File: config.mk
export PLATFORM = sky130hd
export DESIGN_NAME = tecp_top
export DESIGN_NICKNAME = d
export VERILOG_FILES = /design/src/core/tecp_top.v /design/src/core/tecp_prescaler.v
export VERILOG_INCLUDE_DIRS = /design/src /design/src/core
export SDC_FILE = /design/constraint.sdc
export NUM_CORES = 1
export LEC_CHECK = 0
export BUFFER_PORTS_ARGS = -buffer_cell sky130_fd_sc_hd__buf_2
export CELL_PAD_IN_SITES_DETAIL_PLACEMENT = 1
export CELL_PAD_IN_SITES_GLOBAL_PLACEMENT = 1
export CORE_ASPECT_RATIO = 1.75
export CORE_UTILIZATION = 40
export CTS_BUF_LIST = sky130_fd_sc_hd__clkbuf_8
export DETAILED_ROUTE_END_ITERATION = 8
export HOLD_SLACK_MARGIN = 0.06
export MAX_ROUTING_LAYER = met4
export PLACE_DENSITY_LB_ADDON = 0.1
export SYNTH_ARGS = -nofsm -noshare
export SYNTH_HDL_FRONTEND = slang
export SYNTH_SLANG_ARGS = --single-unit
export TNS_END_PERCENT = 50
File: constraint.sdc
create_clock -name clk_sys_i -period 5 [get_ports clk_sys_i]
set_input_delay 1 -clock clk_sys_i [delete_from_list [all_inputs] [get_ports clk_sys_i]]
set_output_delay 1 -clock clk_sys_i [all_outputs]
set_load 0.05 [all_outputs]
File: src/core/tecp_consts.vh
// Constants for the timer with external clock prescaler
`ifndef TECP_CONSTS_VH
`define TECP_CONSTS_VH

// Register indexes; byte address is four times the index
`define TECP_IDX_TMR      8'h01
`define TECP_IDX_PDAT     8'h05
`define TECP_IDX_INTC     8'h0B
`define TECP_IDX_OPT      8'h81
`define TECP_IDX_PDIR     8'h85

// Reset values
`define TECP_RST_TMR      8'h00
`define TECP_RST_PDAT     5'h00
`define TECP_RST_INTC     8'h00
`define TECP_RST_OPT      8'hFF
`define TECP_RST_PDIR     5'h1F

// Configuration register fields
`define TECP_OPT_CS       5
`define TECP_OPT_SE       4
`define TECP_OPT_PSA      3
`define TECP_OPT_PS_HI    2
`define TECP_OPT_PS_LO    0

// Interrupt control fields
`define TECP_INTC_GIE     7
`define TECP_INTC_OVIE    5
`define TECP_INTC_OVF     2

// Port A layout
`define TECP_PA_W         5
`define TECP_PA_TCK       4

// Timing: one oscillator period per system clock
`define TECP_CLK_NS       100
`define TECP_TOSC_NS      100
`define TECP_TOSC_CYC     (`TECP_TOSC_NS / `TECP_CLK_NS)
`define TECP_PULSE_TOSC   2
`define TECP_PULSE_CYC    (`TECP_PULSE_TOSC * `TECP_TOSC_CYC)

// Prescaler width
`define TECP_PSC_W        8

`endif

File: src/core/tecp_top.v
// Timer with external clock synchronizer, prescaler and register slave
//
// Contract
// RULE1 - Sample prescaler output on phases two, four
// RULE2 - Unassigned prescaler: pin passes straight through
// RULE3 - Source holds pin two oscillator periods each
// RULE4 - Assigned prescaler divides pin, symmetric output
// RULE5 - Prescaled period four periods over ratio
// RULE6 - Increment only after synchronized edge seen
// RULE7 - Prescaler assignment changeable any time
// RULE8 - Software clears watchdog, timer, then writes rate
// RULE9 - Timer write clears prescaler when assigned
// RULE10 - Rates 000/001 need intermediate 111 step
// RULE11 - Watchdog to timer: clear first, then assign
// RULE12 - Bit four shared, open-drain, timer clock
// RULE13 - Port A inputs via Schmitt buffers
// RULE14 - Wrap sets overflow flag, gated interrupt
//
// The Avalon-MM slave port was left to the implementer.
`timescale 1ns/1ps
`include "tecp_consts.vh"

module tecp_top (
  input  wire                  clk_sys_i,
  input  wire                  sys_rst_i,
  // Avalon-MM slave
  input  wire [9:0]            avs_address_i,
  input  wire                  avs_read_i,
  input  wire                  avs_write_i,
  input  wire [31:0]           avs_writedata_i,
  input  wire [3:0]            avs_byteenable_i,
  output reg  [31:0]           avs_readdata_o,
  output reg                   avs_waitrequest_o,
  // Port A pins
  input  wire [`TECP_PA_W-1:0] port_a_i,
  output reg  [`TECP_PA_W-1:0] port_a_o,
  output reg  [`TECP_PA_W-1:0] port_a_oe_n_o,
  // Watchdog hand-over
  input  wire                  watchdog_tick_i,
  input  wire                  watchdog_clear_i,
  output reg                   watchdog_tick_o,
  // Overflow interrupt
  output reg                   irq_o
);

  // Phase codes, one-hot
  localparam [3:0] PH_Q1 = 4'h1;
  localparam [3:0] PH_Q2 = 4'h2;
  localparam [3:0] PH_Q3 = 4'h4;
  localparam [3:0] PH_Q4 = 4'h8;

  // Phase state
  reg  [3:0]             phase_q;
  reg  [3:0]             phase_d;
  // Pin input stage
  reg  [`TECP_PA_W-1:0]  pin_q;
  // Registers
  reg  [7:0]             timer_count_q;
  reg  [7:0]             timer_count_d;
  reg  [`TECP_PA_W-1:0]  port_data_q;
  reg  [`TECP_PA_W-1:0]  port_dir_q;
  reg  [7:0]             irq_ctrl_q;
  reg  [7:0]             irq_ctrl_d;
  reg  [7:0]             opt_q;
  // Synchronizer state
  reg                    smp_q;
  reg                    smp_dly_q;
  // Bus handshake
  reg  [31:0]            rdata_d;
  reg                    acc_wr;

  wire                   wr_lane;
  reg                    hit_tmr;
  reg                    hit_pdat;
  reg                    hit_intc;
  reg                    hit_opt;
  reg                    hit_pdir;
  wire                   tmr_clk;
  wire                   wr_tmr;
  wire                   wr_intc;
  wire                   prescaler_assign_bit;
  wire                   cs_ext;
  wire                   pin_edge_src;
  wire                   instr_tick;
  wire                   psc_src;
  wire                   psc_clr;
  wire                   psc_out;
  wire                   at_sample;
  wire                   tmr_inc;
  wire                   tmr_wrap;
  wire                   tmr_psc_src;

  // Configuration fields
  assign prescaler_assign_bit    = opt_q[`TECP_OPT_PSA];
  assign cs_ext = opt_q[`TECP_OPT_CS];

  // Next phase: four phase clocks per instruction cycle
  always @* begin
    case (phase_q)
      PH_Q1: begin
        phase_d = PH_Q2;
      end
      PH_Q2: begin
        phase_d = PH_Q3;
      end
      PH_Q3: begin
        phase_d = PH_Q4;
      end
      PH_Q4: begin
        phase_d = PH_Q1;
      end
      default: begin
        phase_d = PH_Q1;
      end
    endcase
  end

  // Phase state register
  always @(posedge clk_sys_i or posedge sys_rst_i) begin
    if (sys_rst_i) begin
      phase_q <= PH_Q1;
    end else begin
      phase_q <= phase_d;
    end
  end

  assign instr_tick = (phase_q == PH_Q4);

  // Port pins captured through the hysteresis input stage
  always @(posedge clk_sys_i or posedge sys_rst_i) begin
    if (sys_rst_i) begin
      pin_q <= {`TECP_PA_W{1'b0}};
    end else begin
      pin_q <= port_a_i; // RULE13
    end
  end

  // Timer clock source: pin with edge polarity, or instruction cycle
  assign pin_edge_src = pin_q[`TECP_PA_TCK] ^ opt_q[`TECP_OPT_SE]; // RULE12
  assign tmr_psc_src  = cs_ext ? pin_edge_src : instr_tick;

  // Prescaler source follows its assignment
  assign psc_src = prescaler_assign_bit ? watchdog_tick_i : tmr_psc_src; // RULE7

  // Prescaler clears on timer write or on watchdog clear, per owner
  assign psc_clr = (wr_tmr & ~prescaler_assign_bit) | (watchdog_clear_i & prescaler_assign_bit); // RULE9

  // Prescaler shared between timer and watchdog; it always divides
  tecp_prescaler u_psc (
    .clk_sys_i (clk_sys_i),
    .sys_rst_i (sys_rst_i),
    .src_i     (psc_src),
    .clr_i     (psc_clr),
    .bypass_i  (1'b0),
    .tap_i     (opt_q[`TECP_OPT_PS_HI:`TECP_OPT_PS_LO]),
    .out_o     (psc_out)
  );

  // Timer side takes its source directly while the watchdog owns the prescaler
  assign tmr_clk = prescaler_assign_bit ? tmr_psc_src : psc_out; // RULE2 RULE4

  // Sampling points within the instruction cycle
  assign at_sample = (phase_q == PH_Q2) | (phase_q == PH_Q4); // RULE1

  // Synchronizer: timer clock sampled on phases two and four
  // Resets high, the idle level of the reset-time source, so no false count
  always @(posedge clk_sys_i or posedge sys_rst_i) begin
    if (sys_rst_i) begin
      smp_q     <= 1'b1;
      smp_dly_q <= 1'b1;
    end else begin
      if (at_sample) begin
        smp_q     <= tmr_clk; // RULE1 RULE2
        smp_dly_q <= smp_q;
      end
    end
  end

  // Increment only once the sampled edge is seen
  assign tmr_inc  = at_sample & smp_q & ~smp_dly_q; // RULE6
  assign tmr_wrap = tmr_inc & (timer_count_q == 8'hFF);

  // Bus decode on byte addresses, four per index
  always @* begin
    hit_tmr  = 1'b0;
    hit_pdat = 1'b0;
    hit_intc = 1'b0;
    hit_opt  = 1'b0;
    hit_pdir = 1'b0;
    if (avs_address_i == {`TECP_IDX_TMR, 2'h0}) begin
      hit_tmr = 1'b1;
    end else if (avs_address_i == {`TECP_IDX_PDAT, 2'h0}) begin
      hit_pdat = 1'b1;
    end else if (avs_address_i == {`TECP_IDX_INTC, 2'h0}) begin
      hit_intc = 1'b1;
    end else if (avs_address_i == {`TECP_IDX_OPT, 2'h0}) begin
      hit_opt = 1'b1;
    end else if (avs_address_i == {`TECP_IDX_PDIR, 2'h0}) begin
      hit_pdir = 1'b1;
    end
  end

  // Write takes effect on the edge where waitrequest is low
  always @* begin
    acc_wr = avs_write_i & ~avs_read_i & ~avs_waitrequest_o;
  end

  assign wr_lane = acc_wr & avs_byteenable_i[0];
  assign wr_tmr  = wr_lane & hit_tmr;
  assign wr_intc = wr_lane & hit_intc;

  // Timer count: software write beats increment
  always @* begin
    timer_count_d = timer_count_q;
    if (wr_tmr) begin
      timer_count_d = avs_writedata_i[7:0];
    end else if (tmr_inc) begin
      timer_count_d = timer_count_q + 8'h01; // RULE6
    end
  end

  // Interrupt control: overflow set wins over software clear
  always @* begin
    irq_ctrl_d = irq_ctrl_q;
    if (wr_intc) begin
      irq_ctrl_d = avs_writedata_i[7:0];
    end
    if (tmr_wrap) begin
      irq_ctrl_d[`TECP_INTC_OVF] = 1'b1; // RULE14
    end
  end

  // Register file
  always @(posedge clk_sys_i or posedge sys_rst_i) begin
    if (sys_rst_i) begin
      timer_count_q <= `TECP_RST_TMR;
      port_data_q   <= `TECP_RST_PDAT;
      port_dir_q    <= `TECP_RST_PDIR;
      irq_ctrl_q    <= `TECP_RST_INTC;
      opt_q         <= `TECP_RST_OPT;
    end else begin
      timer_count_q <= timer_count_d;
      irq_ctrl_q    <= irq_ctrl_d;
      if (wr_lane && hit_pdat) begin
        port_data_q <= avs_writedata_i[`TECP_PA_W-1:0];
      end
      if (wr_lane && hit_pdir) begin
        port_dir_q <= avs_writedata_i[`TECP_PA_W-1:0];
      end
      if (wr_lane && hit_opt) begin
        opt_q <= avs_writedata_i[7:0]; // RULE7
      end
    end
  end

  // Read mux; unmapped addresses read zero
  always @* begin
    rdata_d = 32'h0000_0000;
    if (hit_tmr) begin
      rdata_d[7:0] = timer_count_q;
    end else if (hit_pdat) begin
      rdata_d[`TECP_PA_W-1:0] = pin_q;
    end else if (hit_intc) begin
      rdata_d[7:0] = irq_ctrl_q;
    end else if (hit_opt) begin
      rdata_d[7:0] = opt_q;
    end else if (hit_pdir) begin
      rdata_d[`TECP_PA_W-1:0] = port_dir_q;
    end
  end

  // One wait cycle, then a single accept cycle
  always @(posedge clk_sys_i or posedge sys_rst_i) begin
    if (sys_rst_i) begin
      avs_waitrequest_o <= 1'b1;
      avs_readdata_o    <= 32'h0000_0000;
    end else begin
      if ((avs_read_i || avs_write_i) && avs_waitrequest_o) begin
        avs_waitrequest_o <= 1'b0;
        if (avs_read_i) begin
          avs_readdata_o <= rdata_d;
        end
      end else begin
        avs_waitrequest_o <= 1'b1;
      end
    end
  end

  // Pin drivers: bit four only pulls low, others push-pull
  always @(posedge clk_sys_i or posedge sys_rst_i) begin
    if (sys_rst_i) begin
      port_a_o      <= {`TECP_PA_W{1'b0}};
      port_a_oe_n_o <= {`TECP_PA_W{1'b1}};
    end else begin
      port_a_o <= port_data_q & ~(5'h01 << `TECP_PA_TCK); // RULE12
      port_a_oe_n_o <= port_dir_q |
        ((5'h01 << `TECP_PA_TCK) & port_data_q); // RULE12
    end
  end

  // Watchdog tick and overflow interrupt
  always @(posedge clk_sys_i or posedge sys_rst_i) begin
    if (sys_rst_i) begin
      watchdog_tick_o <= 1'b0;
      irq_o           <= 1'b0;
    end else begin
      watchdog_tick_o <= prescaler_assign_bit ? psc_out : watchdog_tick_i; // RULE7
      irq_o <= irq_ctrl_q[`TECP_INTC_GIE] & irq_ctrl_q[`TECP_INTC_OVIE] &
               irq_ctrl_q[`TECP_INTC_OVF]; // RULE14
    end
  end

endmodule // tecp_top

File: src/core/tecp_prescaler.v
// Prescaler counter with selectable tap and bypass
`timescale 1ns/1ps
`include "tecp_consts.vh"

module tecp_prescaler (
  input  wire       clk_sys_i,
  input  wire       sys_rst_i,
  input  wire       src_i,
  input  wire       clr_i,
  input  wire       bypass_i,
  input  wire [2:0] tap_i,
  output wire       out_o
);

  reg                     src_q;
  reg  [`TECP_PSC_W-1:0]  cnt_q;
  reg  [`TECP_PSC_W-1:0]  cnt_d;
  wire                    src_rise;

  assign src_rise = src_i & ~src_q;

  // Count rising source edges; clear wins
  always @* begin
    cnt_d = cnt_q;
    if (clr_i) begin
      cnt_d = {`TECP_PSC_W{1'b0}};
    end else if (src_rise) begin
      cnt_d = cnt_q + 8'h01;
    end
  end

  always @(posedge clk_sys_i or posedge sys_rst_i) begin
    if (sys_rst_i) begin
      src_q <= 1'b0;
      cnt_q <= {`TECP_PSC_W{1'b0}};
    end else begin
      src_q <= src_i;
      cnt_q <= cnt_d;
    end
  end

  // Tap bit gives a symmetrical divided square wave
  assign out_o = bypass_i ? src_i : cnt_q[tap_i]; // RULE4

endmodule // tecp_prescaler

## After elaboration in Yosys (flattened, before gate mapping)

Index checks and enable logic that the tools add are counted.

| word-level totals | value |
|---|---|
| register bits | 74 |
| output and inout bits | 45 |
| word-level logic and storage cells | 98 |

| operators by class | value |
|---|---|
| bitwise gates (word level) | 22 |
| reduce and logical (&&, ||, !) cells | 9 |
| muxes and demuxes | 36 |
| equality and inequality tests | 10 |
| $add $sub $neg | 2 |
| $lt $le $gt $ge | 1 |

Operators by type and width:

| cell | number |
|---|---|
| $mux W8 | 6 |
| $mux W1 | 22 |
| $eq A10 B10 Y1 const B | 2 |
| $add A8 B1 Y8 const B | 2 |
| $mux W5 | 3 |
| $and A1 B1 Y1 | 13 |
| $pmux W4 S3 | 1 |
| $eq A10 B3 Y1 const B | 1 |
| $eq A10 B5 Y1 const B | 1 |
| $eq A10 B6 Y1 const B | 1 |
| $mux W3 | 3 |
| $eq A8 B8 Y1 const B | 1 |
| $reduce_bool A2 Y1 | 3 |
| $not A1 Y1 | 5 |
| $or A5 B5 Y5 | 1 |
| $eq A4 B1 Y1 const B | 1 |
| $eq A4 B2 Y1 const B | 1 |
| $eq A4 B3 Y1 const B | 1 |
| $eq A4 B4 Y1 const B | 1 |
| $logic_and A1 B1 Y1 | 4 |
| $lt A3 B4 Y1 const B | 1 |
| $bmux W1 S3 | 1 |
| $or A1 B1 Y1 | 2 |
| $reduce_and A2 Y1 | 1 |
| 2 further kinds | 2 |

## Depth between registers and ports, before layout

| logic depth | value |
|---|---|
| depth after elaboration | 11 |
| mapped depth | 6 |

## By module

A second synthesis with hierarchy kept.

| unflattened totals | value |
|---|---|
| cell total of the unflattened synthesis | 295 |
| area total of the unflattened synthesis | 3537.1 µm² |

Modules (own cells, without submodules):

| module | area an instance (µm²) | cells each | times used |
|---|---|---|---|
| tecp_top | 3029.2 | 245 | 1 |
| tecp_prescaler | 508.0 | 50 | 1 |

## Worst setup path after synthesis

Ideal clock, no wire load.

| timing path | value |
|---|---|
| kind | input port to flip-flop |
| start | in avs_address_i[3] |
| end | reg timer_count_q[0] |
| path buffers | 1 |
| required time | 4875 ps |
| arrival time | 2482 ps |
| stages | 5 |
| slack | 2393 ps |
| cells stage by stage | or4b_1 -> buf_2 -> nand4b_4 -> nor2_2 -> mux2_2 |

| on the way | value |
|---|---|
| word-level cells in the longest chain between the ends | 4 |
| elaborated cells between the ends (all ways) | 5 |
| those cells by class | eq/ne: 1; mux: 2; bitwise: 1; reduce/logical: 1 |

RTL lines:

| element | line | RTL |
|---|---|---|
| start, declared | tecp_top.v:27 | `input wire [9:0] avs_address_i,` |
| $eq A10 B3 Y1 * | tecp_top.v:190 | `` if (avs_address_i == {`TECP_IDX_TMR, 2'h0}) begin `` |
| $mux W1 * | tecp_top.v:190 |  |
| $and A1 B1 Y1 * | tecp_top.v:209 | `assign wr_tmr = wr_lane & hit_tmr;` |
| $mux W8 / $reduce_bool A2 Y1 (equally long branches) | n/a |  |
| end signal, assigned | tecp_top.v:236 | `` timer_count_q <= `TECP_RST_TMR; `` |
| end signal, assigned | tecp_top.v:242 | `timer_count_q <= timer_count_d;` |
| end, declared | tecp_top.v:58 | `reg [7:0] timer_count_q;` |

Mark *: on every way between the ends. The rest lies on a longest branch, timed or not.
A chain may end at the register's enable or synchronous reset.

## Final worst setup path

| timing path | value |
|---|---|
| start | in avs_address_i[4] |
| end | reg opt_q[4] |

| on the way | value |
|---|---|
| word-level cells in the longest chain between the ends | 6 |
| elaborated cells between the ends (all ways) | 9 |
| those cells by class | eq/ne: 4; mux: 4; reduce/logical: 1 |

RTL lines:

| element | line | RTL |
|---|---|---|
| $eq A10 B10 Y1 | tecp_top.v:196 | `` end else if (avs_address_i == {`TECP_IDX_OPT, 2'h0}) begin `` |
| $mux W1 | tecp_top.v:196 |  |
| $mux W1 | tecp_top.v:194 | `` end else if (avs_address_i == {`TECP_IDX_INTC, 2'h0}) begin `` |
| $mux W1 | tecp_top.v:192 | `` end else if (avs_address_i == {`TECP_IDX_PDAT, 2'h0}) begin `` |
| $mux W1 * | tecp_top.v:190 |  |
| $logic_and A1 B1 Y1 * | tecp_top.v:250 | `if (wr_lane && hit_opt) begin` |
| end signal, assigned | tecp_top.v:240 | `` opt_q <= `TECP_RST_OPT; `` |
| end signal, assigned | tecp_top.v:251 | `opt_q <= avs_writedata_i[7:0];` |
| end, declared | tecp_top.v:64 | `reg [7:0] opt_q;` |

Marked as above.

==> flow_metrics.py <==
metrics = {
    "pwr": {
        "vdd_drop_max_v": 0.000146,
        "p_per_area_nw_per_um2": 307,
        "power_report.internal_total_uw": 896,
        "power.switching_uw": 375,
        "power_frac_clock": 0.311,
        "swShare": 0.295,
        "power.share.combinational": 0.150,
        "power.static_leakage_uw": 0.00194,
        "power.share.sequential": 0.540,
    },
    "floorplanning": {
        "initial_core_util": 0.413,
        "die_width_um": 75.0,
        "die_y_um": 130,
        "design.core.area_um2": 9040,
        "io_pins": 102,
        "placementRows": 46,
        "die-area_um2": 9730,
    },
    "yosys": {
        "synth_area_um2": 3730,
        "synth-edff-count": 0,
        "syn_avg_cell_area_um2": 12.0,
        "synth_cells": 312,
        "synth_common_cells": "sky130_fd_sc_hd__dfrtp_1, sky130_fd_sc_hd__mux2_2, sky130_fd_sc_hd__buf_4",
        "yosys_warnings": 0,
        "most_instantiated_flip_flop_cell_in_the_synthesis_netlist": "sky130_fd_sc_hd__dfrtp_1",
        "synth_top_area_share": 0.349,
        "synthDistinctLibCells": 50,
        "seq_area_frac_synth": 0.504,
        "ys_ff_latch": 74,
        "synthDominantAreaCellType": "sky130_fd_sc_hd__dfrtp_1",
        "synth-async-reset-ratio": 1.00,
        "yosys.cell_count.top_type": "sky130_fd_sc_hd__dfrtp_1",
        "leading_cell_types_by_total_area_after_synthesis": "sky130_fd_sc_hd__dfrtp_1, sky130_fd_sc_hd__dfstp_2, sky130_fd_sc_hd__mux2_2",
    },
    "clock_tree": {
        "clock_transition_at_the_register_clock_pins_on_the_worst_setup_and_hold_paths_after_cts_ns": 0.07,
        "post-cts-setup-buffers": 0,
        "cts_inserted_buffers": 9,
        "cts-root-buf": "sky130_fd_sc_hd__clkbuf_8",
        "htree_num_levels": 3,
        "clockBufferDepth": 2,
        "worstSkewPairLatency_ns": 0.35,
        "cts_sinks": 74,
        "cts-hold-fix-buffers": 0,
        "tritoncts": "yes",
        "ctsResizeCount": 0,
    },
    "critical_path": {
        "timing.critical_path.fanout_max": 15,
        "cp_cell_sequence": "buf_2 -> or4b_1 -> nand4b_4 -> or2_1 -> mux2_4",
        "crit_path_start_kind": "input pin",
        "critPathTopFamily": "simple AND/OR/NAND/NOR gates",
        "worst_ep_required_time_ns": 5.28,
        "timing.setup.critical_path_class": "in2reg",
        "critical_path.endpoint_type": "register",
        "delay_of_the_slowest_cell_on_the_worst_path_ns": 0.66,
        "cell_at_the_slowest_stage_of_the_critical_path": "sky130_fd_sc_hd__or4b_1",
        "critPathArrivalTime_ns": 3.10,
        "cp_num_buf_inv": 1,
    },
    "sta": {
        "finalCritPeriodShare": 0.566,
        "finalCriticalPeriod_ns": 2.83,
        "maxSlewHeadroom": 0.509,
        "report.final.slew_viol_count": 0,
        "max_freq_mhz": 353,
        "fin_ws_ns": 2.17,
        "finClkSkew_ns": 0.00548,
        "number_of_setup_violations_in_the_final_report": 0,
        "timing_hold_violations_final": 0,
        "fin_worst_hold_slack_ns": 0.375,
        "unrepaired_setup_endpoints_after_global_routing": "no",
        "fin_tns_setup_ns": 0,
        "transition_time_at_the_pin_with_the_least_slew_margin_ns": 0.735,
    },
    "drt": {
        "post_drt_wl_per_cell_um": 18.4,
        "via_per_inst": 5.22,
        "antenna_violating_nets_post_route": 0,
        "drc": 0,
        "detailedRoute.firstIterationViolations": 37,
        "routed_wirelength_mm": 8.91,
        "detail_route.first_pass.iterations": 4,
        "detailroute.via_count": 2532,
    },
    "placed_design": {
        "detailed_place_hpwl_mm": 6.75,
        "number_of_i_o_port_buffers": 49,
        "gp_routability_congestion": 0.774,
        "dp_slack_ns": 1.80,
    },
    "status": {
        "outcome": "finished, final reports clean",
    },
    "layout": {
        "multiInputGateArea_um2": 1670,
        "fin_nets": 419,
        "area_taken_by_flip_flops_and_latches_um2": 1880,
        "filler_cell_count": 1013,
        "area_growth_pct": 11.1,
        "n_diodes": 0,
        "layout-drive-gt1-share": 0.353,
    },
    "worst_hold_path": {
        "worstHoldPathType": "reg2reg",
    },
    "global_routing": {
        "track_usage": 0.207,
        "grt_max_degree": 42,
        "globalRouteOverflowTotal": 0,
        "first_pass_grt_wire_length_mm": 14.1,
        "grt_pass1_vias": 2710,
        "initial_antenna_violation_count": 0,
    },
    "run": {
        "drv.max_cap_violation_count": 0,
    },
}
[cell families after synthesis]
family,share of synthesized area
flops,0.504
simple gates,0.121
mux,0.185
xor+xnor,0.0211
other cells,0.00101
compound gates,0.0876
fa+ha+maj,0.00671
buf+inv,0.0738
[sequential cells by signal (all words and copies together), names as in the netlist, 5 cells and up]
signal	cells
opt_q	8
u_psc.cnt_q	8
irq_ctrl_q	8
port_a_oe_n_o	5
pin_q	5
port_data_q	5
avs_readdata_o	8
timer_count_q	8
port_dir_q	5
[worst paths after layout]
kind	end	slack, ns	start	cells after the start
max reg2reg	timer_count_q[6]	2.75	smp_q	4
min in group asynchronous	port_a_o[3]	0.78	sys_rst_i	2
min	port_a_o[3]	0.38	port_data_q[3]	0
min reg2reg	port_a_o[3]	0.38	port_data_q[3]	0
max	opt_q[4]	2.17	avs_address_i[4]	5
max in group asynchronous	avs_waitrequest_o	3.20	sys_rst_i	3
[power groups by stage]
stage	sequential (uW)	combinational, uW	clock, uW
after floorplan	683	161	0
after global placement	695	188	0
after detailed placement	697	193	0
final	686	190	395
after CTS	686	194	413
after global routing	691	211	432
[per-stage QoR]
step	cells	util	power [uW]	cell area, um^2
global route	485	0.459	1330	4150
floorplan	336	-	844	3820
detailed placement	469	0.441	890	3980
CTS	485	0.459	1290	4150
global placement	469	0.441	883	3980
finish	485	0.459	1270	4150
[worst register-to-register path, delay by kind of cell (launching register included)]
kind             cells  cell delay (ns)
XOR/XNOR             1             0.14
multiplexers         1             0.29
AND/OR/NAND/NOR      2             1.16
flip-flops           1             0.55
[final cells by class]
| cell class | instances | area share |
|---|---|---|
| multi-input cells | 216 | 0.402 |
| repair buffers | 50 | 0.0610 |
| inverters | 9 | 0.00815 |
| clock buffers | 10 | 0.0332 |
| flip-flops and latches | 74 | 0.453 |
| clock inverters | 6 | 0.00634 |
| well taps | 120 | 0.0362 |
[per-layer routing]
metal,vias up,routed length (um),global-route usage
li1,1183,-,-
met1,1290,3390,0.221
met2,49,5170,0.374
met3,10,227,0.0332
met4,0,125,0.0766
met5,-,0,-
[placed cells by master, fill, tap and decap left out, drive strengths merged, types with 7 or more instances in the layout]
cell / count
dfrtp: 52
buf: 50
mux2: 35
conb: 25
dfstp: 22
nand2: 17
o211ai: 14
mux2i: 14
nor2: 14
inv: 12
o21ai: 11
nand3: 10
clkbuf: 10
a21oi: 9
xor2: 7
(Power assumes the default switching activity.)
